===== src/inc/nfhc_pkg.sv =====
/*
  Package for the NAND flash host controller: command codes, cycle counts,
  pin and request carriers, and the sequencer states.
  Assumes a 125 MHz controller clock.
*/
package nfhc_pkg;

  localparam int unsigned CLK_PERIOD_NS   = 8;
  localparam int unsigned T_STROBE_NS     = 25;
  localparam int unsigned T_STROBE_DSP_NS = 50;
  localparam int unsigned STROBE_CYC      = (T_STROBE_NS + CLK_PERIOD_NS - 1) / CLK_PERIOD_NS;
  localparam int unsigned STROBE_DSP_CYC  = (T_STROBE_DSP_NS + CLK_PERIOD_NS - 1) / CLK_PERIOD_NS;
  localparam int unsigned PHASE_CYC       = (STROBE_DSP_CYC + 1) / 2;
  localparam int unsigned T_BUSY_SEEN_NS  = 200;
  localparam int unsigned BUSY_SEEN_CYC   = T_BUSY_SEEN_NS / CLK_PERIOD_NS;

  localparam int unsigned PAGE_BYTES      = 2048 + 64;
  localparam int unsigned COL_W           = 12;
  localparam int unsigned ROW_W           = 19;
  localparam int unsigned NUM_DIES        = 4;

  localparam logic [7:0] CMD_READ_SETUP   = 8'h00;
  localparam logic [7:0] CMD_READ_GO      = 8'h30;
  localparam logic [7:0] CMD_PROG_SETUP   = 8'h80;
  localparam logic [7:0] CMD_PROG_GO      = 8'h10;
  localparam logic [7:0] CMD_ERASE_SETUP  = 8'h60;
  localparam logic [7:0] CMD_ERASE_GO     = 8'hd0;
  localparam logic [7:0] CMD_STATUS       = 8'h70;
  localparam logic [7:0] CMD_RESET        = 8'hff;

  localparam logic [2:0] COL_CYCLES       = 3'h2;
  localparam logic [2:0] ADDR_CYCLES      = 3'h5;
  localparam logic [2:0] ROW_FIRST        = 3'h2;

  typedef enum logic [2:0] {
    OP_READ, OP_PROG, OP_ERASE, OP_STATUS, OP_RESET
  } nfhc_op_t;

  typedef struct packed {
    nfhc_op_t             op;
    logic [1:0]           die;
    logic [COL_W-1:0]     col;
    logic [ROW_W-1:0]     row;
    logic [COL_W:0]       len;
  } nfhc_req_t;

  typedef struct packed {
    logic                 cmd_latch;
    logic                 addr_latch;
    logic                 in_strobe_n;
    logic                 output_strobe_n;
    logic                 prog_lock_n;
    logic [NUM_DIES-1:0]  die_select_n;
  } nfhc_pins_t;

  typedef enum {
    S_IDLE, S_CMD1, S_ADDR, S_DIN, S_CMD2, S_WAIT, S_DOUT, S_DONE
  } nfhc_state_t;

endpackage


===== src/rtl/nfhc_host.sv =====
/*
  NAND flash host controller: runs read, program, erase, status and reset
  sequences on the multiplexed byte bus of a stacked NAND part.
  Assumes the flash pins are tied to the pin outputs and ready/busy
  is pulled up externally; write data arrives from logic on the same clock.
*/
`timescale 1ns/10ps
// Function
// - Command bytes strobed with command latch select high
// - Address bytes strobed with address latch select high
// - All bytes share eight lines; device samples on strobe rise
// - Only the addressed die select is asserted
// - Five address cycles: two column then three row
// - Read 00h addr 30h; program 80h addr data 10h
// - Erase 60h, three row cycles, D0h
module nfhc_host
  import nfhc_pkg::*;
(
  input  wire logic                 ref_clk_i,
  input  wire logic                 rst_n_i,
  input  wire logic                 ce_i,
  input  wire logic                 req_valid_i,
  input  wire nfhc_req_t            req_i,
  input  wire logic                 wp_n_i,
  input  wire logic [7:0]           wdata_i,
  input  wire logic                 wdata_valid_i,
  output logic                      wdata_ready_o,
  output logic [7:0]                rdata_o,
  output logic                      rdata_valid_o,
  output logic                      req_ready_o,
  output logic                      done_o,
  input  wire logic [7:0]           io_i,
  output logic [7:0]                io_o,
  output logic                      io_oe_o,
  input  wire logic [NUM_DIES-1:0]  ready_busy_i,
  output nfhc_pins_t                pins_o
);

  nfhc_state_t      st_r,  st_nxt;
  nfhc_req_t        rq_r,  rq_nxt;
  logic [2:0]       ac_r,  ac_nxt;
  logic [COL_W:0]   bc_r,  bc_nxt;
  logic [7:0]       bus_r, bus_nxt;
  logic             cl_r,  cl_nxt;
  logic             al_r,  al_nxt;
  logic             oe_r,  oe_nxt;
  logic             wr_r,  wr_nxt;
  logic             go_r,  go_nxt;
  logic [7:0]       bw_r,  bw_nxt;
  logic [NUM_DIES-1:0] rb_m_r, rb_s_r;
  logic [7:0]       io_m_r, io_s_r;
  logic [7:0]       rd_r, rd_nxt;
  logic             rv_r, rv_nxt, dn_r, dn_nxt, wrdy_r, wrdy_nxt;
  logic             s_low, s_rise, s_busy;
  logic [1:0]       rs_r,  rs_nxt;
  logic             rr_r,  rr_nxt;

  function automatic logic [7:0] addr_byte(input nfhc_req_t r, input logic [2:0] i);
    logic [39:0] a;
    // Column high byte and last row byte carry zeros above their bits
    a = {5'h00, r.row, 4'h0, r.col};
    return a[8*i +: 8];
  endfunction

  function automatic logic [NUM_DIES-1:0] die_onehot(input logic [1:0] d);
    return NUM_DIES'(1) << d;
  endfunction

  // Pin inputs pass two flops before use
  always_ff @(posedge ref_clk_i or negedge rst_n_i)
  begin
    if (!rst_n_i)
    begin
      rb_m_r <= '1;
      rb_s_r <= '1;
      io_m_r <= 8'h00;
      io_s_r <= 8'h00;
    end
    else if (ce_i)
    begin
      rb_m_r <= ready_busy_i;
      rb_s_r <= rb_m_r;
      io_m_r <= io_i;
      io_s_r <= io_m_r;
    end
  end

  logic die_ready;
  assign die_ready = rb_s_r[rq_r.die];

  nfhc_strobe u_strobe (
    .ref_clk_i (ref_clk_i),
    .rst_n_i   (rst_n_i),
    .ce_i      (ce_i),
    .go_i      (go_r),
    .low_o     (s_low),
    .rise_o    (s_rise),
    .fall_o    (),
    .busy_o    (s_busy)
  );

  always_comb
  begin
    st_nxt = st_r; rq_nxt = rq_r; ac_nxt = ac_r; bc_nxt = bc_r;
    bus_nxt = bus_r; cl_nxt = cl_r; al_nxt = al_r; oe_nxt = oe_r;
    wr_nxt = wr_r; go_nxt = 1'b0; bw_nxt = bw_r;
    rd_nxt = rd_r; rv_nxt = 1'b0; dn_nxt = 1'b0; wrdy_nxt = 1'b0;
    rs_nxt = {rs_r[0], s_rise};
    unique case (st_r)
      S_IDLE:
      begin
        cl_nxt = 1'b0; al_nxt = 1'b0; oe_nxt = 1'b0;
        if (req_valid_i)
        begin
          rq_nxt = req_i;
          // Read, program, erase wait for ready; status and reset do not
          if (req_i.op == OP_STATUS || req_i.op == OP_RESET || rb_s_r[req_i.die])
          begin
            st_nxt = S_CMD1;
            unique case (req_i.op)
              OP_READ:   bus_nxt = CMD_READ_SETUP;
              OP_PROG:   bus_nxt = CMD_PROG_SETUP;
              OP_ERASE:  bus_nxt = CMD_ERASE_SETUP;
              OP_STATUS: bus_nxt = CMD_STATUS;
              default:   bus_nxt = CMD_RESET;
            endcase
            cl_nxt = 1'b1; oe_nxt = 1'b1; wr_nxt = 1'b1; go_nxt = 1'b1;
            ac_nxt = (req_i.op == OP_ERASE) ? ROW_FIRST : 3'h0;
            bc_nxt = req_i.len;
          end
        end
      end
      S_CMD1, S_ADDR, S_DIN, S_CMD2:
      begin
        if (!s_busy && !go_r)
        begin
          cl_nxt = 1'b0; al_nxt = 1'b0;
          if (st_r == S_CMD1 && (rq_r.op == OP_STATUS))
          begin
            oe_nxt = 1'b0; bc_nxt = (COL_W+1)'(1); st_nxt = S_DOUT; go_nxt = 1'b1; wr_nxt = 1'b0;
          end
          else if (st_r == S_CMD1 && rq_r.op == OP_RESET)
            st_nxt = S_WAIT;
          else if ((st_r == S_CMD1 || st_r == S_ADDR) && ac_r != ADDR_CYCLES)
          begin
            st_nxt = S_ADDR; al_nxt = 1'b1; go_nxt = 1'b1;
            bus_nxt = addr_byte(rq_r, ac_r); ac_nxt = ac_r + 3'h1;
          end
          else if (st_r != S_CMD2 && rq_r.op == OP_PROG && bc_r != '0)
          begin
            st_nxt = S_DIN; wrdy_nxt = 1'b1;
            if (wdata_valid_i && wrdy_r)
            begin
              wrdy_nxt = 1'b0; bus_nxt = wdata_i; go_nxt = 1'b1; bc_nxt = bc_r - 1'b1;
            end
          end
          else if (st_r != S_CMD2)
          begin
            st_nxt = S_CMD2; cl_nxt = 1'b1; go_nxt = 1'b1;
            bus_nxt = (rq_r.op == OP_READ) ? CMD_READ_GO :
                      (rq_r.op == OP_PROG) ? CMD_PROG_GO : CMD_ERASE_GO;
          end
          else
          begin
            st_nxt = S_WAIT; oe_nxt = 1'b0; bw_nxt = 8'(BUSY_SEEN_CYC);
          end
        end
      end
      S_WAIT:
      begin
        // Read, program and erase must see ready after the busy onset window; reset enters with no window
        oe_nxt = 1'b0;
        if (bw_r != 8'h00)
          bw_nxt = bw_r - 8'h01;
        else if (die_ready)
        begin
          if (rq_r.op == OP_READ && bc_r != '0)
          begin
            st_nxt = S_DOUT; go_nxt = 1'b1; wr_nxt = 1'b0;
          end
          else
            st_nxt = S_DONE;
        end
      end
      S_DOUT:
      begin
        // Sample two cycles after the last low cycle, while the byte is still driven
        if (rs_r[1])
          rd_nxt = io_s_r;
        if (!s_busy && !go_r)
        begin
          rv_nxt = 1'b1; bc_nxt = bc_r - 1'b1;
          if (bc_r == (COL_W+1)'(1))
            st_nxt = S_DONE;
          else
            go_nxt = 1'b1;
        end
      end
      default:
      begin
        dn_nxt = 1'b1; st_nxt = S_IDLE;
      end
    endcase
    rr_nxt = (st_nxt == S_IDLE);
  end

  always_ff @(posedge ref_clk_i or negedge rst_n_i)
  begin
    if (!rst_n_i)
    begin
      st_r <= S_IDLE; rq_r <= '0; ac_r <= 3'h0; bc_r <= '0; bus_r <= 8'h00;
      cl_r <= 1'b0; al_r <= 1'b0; oe_r <= 1'b0; wr_r <= 1'b0; go_r <= 1'b0;
      bw_r <= 8'h00; rd_r <= 8'h00; rv_r <= 1'b0; dn_r <= 1'b0; wrdy_r <= 1'b0;
      rs_r <= 2'h0; rr_r <= 1'b1;
    end
    else if (ce_i)
    begin
      st_r <= st_nxt; rq_r <= rq_nxt; ac_r <= ac_nxt; bc_r <= bc_nxt; bus_r <= bus_nxt;
      cl_r <= cl_nxt; al_r <= al_nxt; oe_r <= oe_nxt; wr_r <= wr_nxt; go_r <= go_nxt;
      bw_r <= bw_nxt; rd_r <= rd_nxt; rv_r <= rv_nxt; dn_r <= dn_nxt; wrdy_r <= wrdy_nxt;
      rs_r <= rs_nxt; rr_r <= rr_nxt;
    end
  end

  // Registered pin drive
  nfhc_pins_t pins_r;
  logic [7:0] io_r;
  logic       io_oe_r;
  always_ff @(posedge ref_clk_i or negedge rst_n_i)
  begin
    if (!rst_n_i)
    begin
      pins_r  <= '{cmd_latch: 1'b0, addr_latch: 1'b0, in_strobe_n: 1'b1, output_strobe_n: 1'b1,
                   prog_lock_n: 1'b0, die_select_n: '1};
      io_r    <= 8'h00;
      io_oe_r <= 1'b0;
    end
    else if (ce_i)
    begin
      pins_r.cmd_latch       <= cl_r;
      pins_r.addr_latch      <= al_r;
      pins_r.in_strobe_n     <= !(s_low && wr_r);
      pins_r.output_strobe_n <= !(s_low && !wr_r);
      pins_r.prog_lock_n     <= wp_n_i;
      pins_r.die_select_n    <= (st_r == S_IDLE) ? '1 : ~die_onehot(rq_r.die);
      io_r                   <= bus_r;
      io_oe_r                <= oe_r && wr_r;
    end
  end

  assign pins_o        = pins_r;
  assign io_o          = io_r;
  assign io_oe_o       = io_oe_r;
  assign rdata_o       = rd_r;
  assign rdata_valid_o = rv_r;
  assign done_o        = dn_r;
  assign req_ready_o   = rr_r;
  assign wdata_ready_o = wrdy_r;
endmodule


===== src/rtl/nfhc_strobe.sv =====
/*
  One strobe cycle generator: low phase then high phase of equal length.
  Assumes go is only raised while idle.
*/
`timescale 1ns/10ps
module nfhc_strobe
  import nfhc_pkg::*;
(
  input  wire logic        ref_clk_i,
  input  wire logic        rst_n_i,
  input  wire logic        ce_i,
  input  wire logic        go_i,
  output logic             low_o,
  output logic             rise_o,
  output logic             fall_o,
  output logic             busy_o
);

  logic [3:0] cnt_r;
  logic [3:0] cnt_nxt;
  logic       act_r;
  logic       act_nxt;

  localparam logic [3:0] HALF = 4'(PHASE_CYC);
  localparam logic [3:0] FULL = 4'(2 * PHASE_CYC);

  always_comb
  begin
    cnt_nxt = cnt_r;
    act_nxt = act_r;
    if (go_i && !act_r)
    begin
      act_nxt = 1'b1;
      cnt_nxt = 4'h0;
    end
    else if (act_r)
    begin
      cnt_nxt = cnt_r + 4'h1;
      if (cnt_r == FULL - 4'h1)
        act_nxt = 1'b0;
    end
  end

  always_ff @(posedge ref_clk_i or negedge rst_n_i)
  begin
    if (!rst_n_i)
    begin
      cnt_r <= 4'h0;
      act_r <= 1'b0;
    end
    else if (ce_i)
    begin
      cnt_r <= cnt_nxt;
      act_r <= act_nxt;
    end
  end

  assign busy_o = act_r;
  assign low_o  = act_r && (cnt_r < HALF);
  assign fall_o = go_i && !act_r;
  assign rise_o = act_r && (cnt_r == HALF - 4'h1);

endmodule

===== config.mk =====
export PLATFORM = sky130hd
export DESIGN_NAME = nfhc_host
export DESIGN_NICKNAME = d
export VERILOG_FILES = /design/src/inc/nfhc_pkg.sv /design/src/rtl/nfhc_host.sv /design/src/rtl/nfhc_strobe.sv
export SDC_FILE = /design/constraint.sdc
export NUM_CORES = 1
export LEC_CHECK = 0
export BUFFER_PORTS_ARGS = -buffer_cell sky130_fd_sc_hd__clkbuf_2
export CAP_MARGIN = 0
export CORE_MARGIN = 2
export CORE_UTILIZATION = 30
export CTS_CLUSTER_DIAMETER = 50
export CTS_CLUSTER_SIZE = 40
export DETAILED_ROUTE_END_ITERATION = 6
export PLACE_DENSITY = 0.47
export SLEW_MARGIN = 10
export SYNTH_ARGS = -nofsm -noshare
export SYNTH_HDL_FRONTEND = slang
export SYNTH_SLANG_ARGS = --single-unit

===== constraint.sdc =====
create_clock -name ref_clk_i -period 4.83 [get_ports ref_clk_i]
set_input_delay 1.449 -clock ref_clk_i [delete_from_list [all_inputs] [get_ports ref_clk_i]]
set_output_delay 1.449 -clock ref_clk_i [all_outputs]
set_load 0.005 [all_outputs]

==> impl_results.md <==
* Distinct cell type count after synthesis at between 70 and 80
* CP Max Fanout at 8
* DPL Wire Length at around 14 mm
* Post-Syn Instances at 712
* Max clock buf depth at 2
* DIE WIDTH at about 170 µm
* Count leader, synth: dfrtp_1
* Status: finished clean
* Clk root buf: clkbuf_16
* Fin. Hold Viols at 0
* Netlist Area Pre-Place at 8050 µm²
* Htree depth at 4
* Part of the Yosys area used for sequential elements at about 52%
* TritonCTS buffer count at 17
* Layout cell share with drive strength beyond 1 at around 31%
* Predominant post-synthesis flop cell: dfrtp_1
* Post-synth EDFFs at 0
* Relative slew slack at ~28%
* Global-route wire length before repair at 34.0 mm
* Io pins at ~110
* CTS tree: done
* Peak VDD IR at about 0.00021 V
* Total wire length at roughly 21 mm
* Setup violations, final at 0
* Vias in the first global route at between 5000 and 6000
* Post-cts sizing count at 0
* Clock latency on the worst-skew pair at approximately 430 ps
* Power Dens Cells at slightly below 600 nW/µm²
* Hold crit path type: reg2reg
* Mean Syn Cell Area at between 10 and 15 µm²
* Avg WL per Cell at approximately 18 µm
* Via/cell ratio at 5.14
* Fin crit period at 3260 ps
* Post-synth ARST share at 100%
* Syn Nets at 794
* Crit share post-route at about 68%
* CP Class: in2reg
* DR iter-0 viols at about 460
* Worst setup EP type: flip-flop
* Synth area leader: dfrtp_1
* Total clock sinks at 166
* Worst Path Arrival at roughly 3600 ps
* Max Fclk at between 300 and 400 MHz
* Global Route Usage Sum at about 15%
* RSZ-0062 raised after global routing: false
* DR DRC count at 0
* Inserted Diodes at 0
* Slew Limit Fails at 0
* DR vias at between 5000 and 6000
* Top Usage Layer GRT: met2
* Final Non-Filler Cells at 1154
* # hold bufs at CTS at 0
* M1 GR Usage at between 20% and 30%
* Drt pass-1 iters at 5
* Commonest cells post-synth: dfrtp_1, mux2_2, nor2_1, nand2_1
* Std-Cell Rows at 59
* M3 GR Usage at 4.82%
* Die Area at between 20000 and 30000 µm²
* Initial antenna violation count at 0
* Worst-margin pin slew at around 1100 ps
* Setup Fix Bufs, Post-CTS at 0
* Die Y-Extent at between 150 and 200 µm
* Post-layout util at a little over a third
* ANT nets after route at 0
* CORE AREA at 26200 µm²
* Yosys reg bits at 166
* Initial Util at between 30 and 40%
* Area Growth Syn to Fin at 18.2%
* Clock skew at about 11 ps
* Largest net degree at the start of global routing at a little under 80
* Met2 Use GR at between 20% and 30%
* Synth warn at 0
* Final net count at roughly 890
* Global placement routability congestion at ~0.83
* Port Buf Inserts at around 100
* Dpl cells at approximately 1100
* Max_cap viols at 0
* Leading post-synthesis cells by cell area: dfrtp_1, mux2_2, dfstp_2, mux2_1, nor2b_1
* CP Launch Type: input pin
* Setup_tns at 0 ps
* Grt ovf at 0
* Share of the synthesized area in the top cell type at between 40% and 50%
* Lkg Pwr at ~4.2 nW
* Required time worst endpoint at 5150 ps
* Clk slew on worst S/H paths at approximately 70 ps
==> flip-flops by register name, summed over array words and instances, names as in the netlist, 4 cells and up <==
signal / cells
st_r: 32
bw_r: 8
pins_o: 9
rq_r: 36
bus_r: 8
io_m_r: 8
rdata_o: 8
bc_r: 13
io_s_r: 8
rb_s_r: 4
u_strobe.cnt_r: 4
io_o: 8
rb_m_r: 4
==> cell type report <==
cell class                 instances  area (µm²)
clock buffer                      17         425
clock inverter                    15         184
tap                              335         419
fill                            2572       16700
sequential                       166        4170
multi-input combinational        491        3630
timing repair buffer             115         624
inverter                          15        56.3
==> critical path: stages <==
cell	delay, ps
clkbuf_2	100
mux4_2	550
o31ai_2	520
o221ai_1	280
nand4_2	300
mux2_2	370
==> per-stage QoR <==
step | hold WS [ps] | total power (W) | cell area, µm² | setup slack (ps)
5_1_grt | 500 | 0.00601 | 9520 | 1400
2_1_floorplan | 445 | 0.00356 | 8050 | 1580
3_3_place_gp | 462 | 0.00419 | 8910 | 1120
4_1_cts | 486 | 0.00567 | 9520 | 1570
3_5_place_dp | 468 | 0.00421 | 8910 | 1090
6_report | 481 | 0.00560 | 9520 | 1570
==> cell usage in the layout (no fill, tap or decap), types with 4 or more instances in the layout <==
| cell type | n |
|---|---|
| clkbuf_16 | 17 |
| nor4b_1 | 4 |
| and3_1 | 7 |
| nand4_1 | 4 |
| or3_1 | 5 |
| a32oi_1 | 7 |
| mux2_1 | 28 |
| inv_6 | 4 |
| buf_4 | 11 |
| nand3_1 | 14 |
| a31oi_1 | 11 |
| dfstp_2 | 15 |
| mux2i_1 | 5 |
| dfrtp_1 | 151 |
| nor3b_1 | 13 |
| nor2b_1 | 35 |
| o21ai_1 | 22 |
| mux4_2 | 6 |
| nand2_1 | 38 |
| ha_1 | 7 |
| a22oi_1 | 4 |
| or2_2 | 4 |
| nor4_1 | 4 |
| mux2_2 | 60 |
| inv_8 | 5 |
| nor3_1 | 20 |
| clkbuf_2 | 102 |
| o31a_1 | 5 |
| o31ai_1 | 4 |
| a21oi_1 | 24 |
| nor4_2 | 8 |
| and2_1 | 6 |
| o2bb2ai_1 | 5 |
| nor2_1 | 44 |
| o21ai_0 | 35 |
| inv_1 | 14 |
==> report_power, final <==
| group | switching (W) | total, W | internal [W] |
|---|---|---|---|
| logic | 0.00106 | 0.00196 | 0.000891 |
| registers | 0.000388 | 0.00221 | 0.00182 |
| clock network | 0.000646 | 0.00143 | 0.000788 |
| total | 0.00210 | 0.00560 | 0.00350 |
==> path summary, 6_finish.rpt <==
check,from,to,slack (ps),cells after the start
max in group asynchronous,rst_n_i,rq_r[34]$_DFFE_PN0P_,2900,2
max reg2reg,st_r[14]$_DFFE_PN0P_,bc_r[0]$_DFFE_PN0P_,1800,7
min,done_o$_DFFE_PN0P_,done_o$_DFFE_PN0P_,480,1
max,req_i[44],bus_r[0]$_DFFE_PN0P_,1570,6
min in group asynchronous,rst_n_i,bc_r[6]$_DFFE_PN0P_,970,1
min reg2reg,done_o$_DFFE_PN0P_,done_o$_DFFE_PN0P_,480,1
==> routing by layer <==
| metal | vias to the layer above | share of wire [%] |
|---|---|---|
| met5 | - | 0 |
| met4 | 0 | 1.8 |
| met3 | 30 | 6.6 |
| met2 | 171 | 45 |
| met1 | 2914 | 46 |
| li1 | 2813 | - |
==> cell families after synthesis <==
kind of cell	share of synthesized area [%]
multiplexers	14.6
AND/OR/NAND/NOR	16.3
buffers and inverters	3.06
AO/OA/AOI/OAI	12.9
adder cells (fa/ha/maj)	1.21
flip-flops	51.8
XOR/XNOR	0.109
Note: power is estimated with default switching activity, not from simulation.
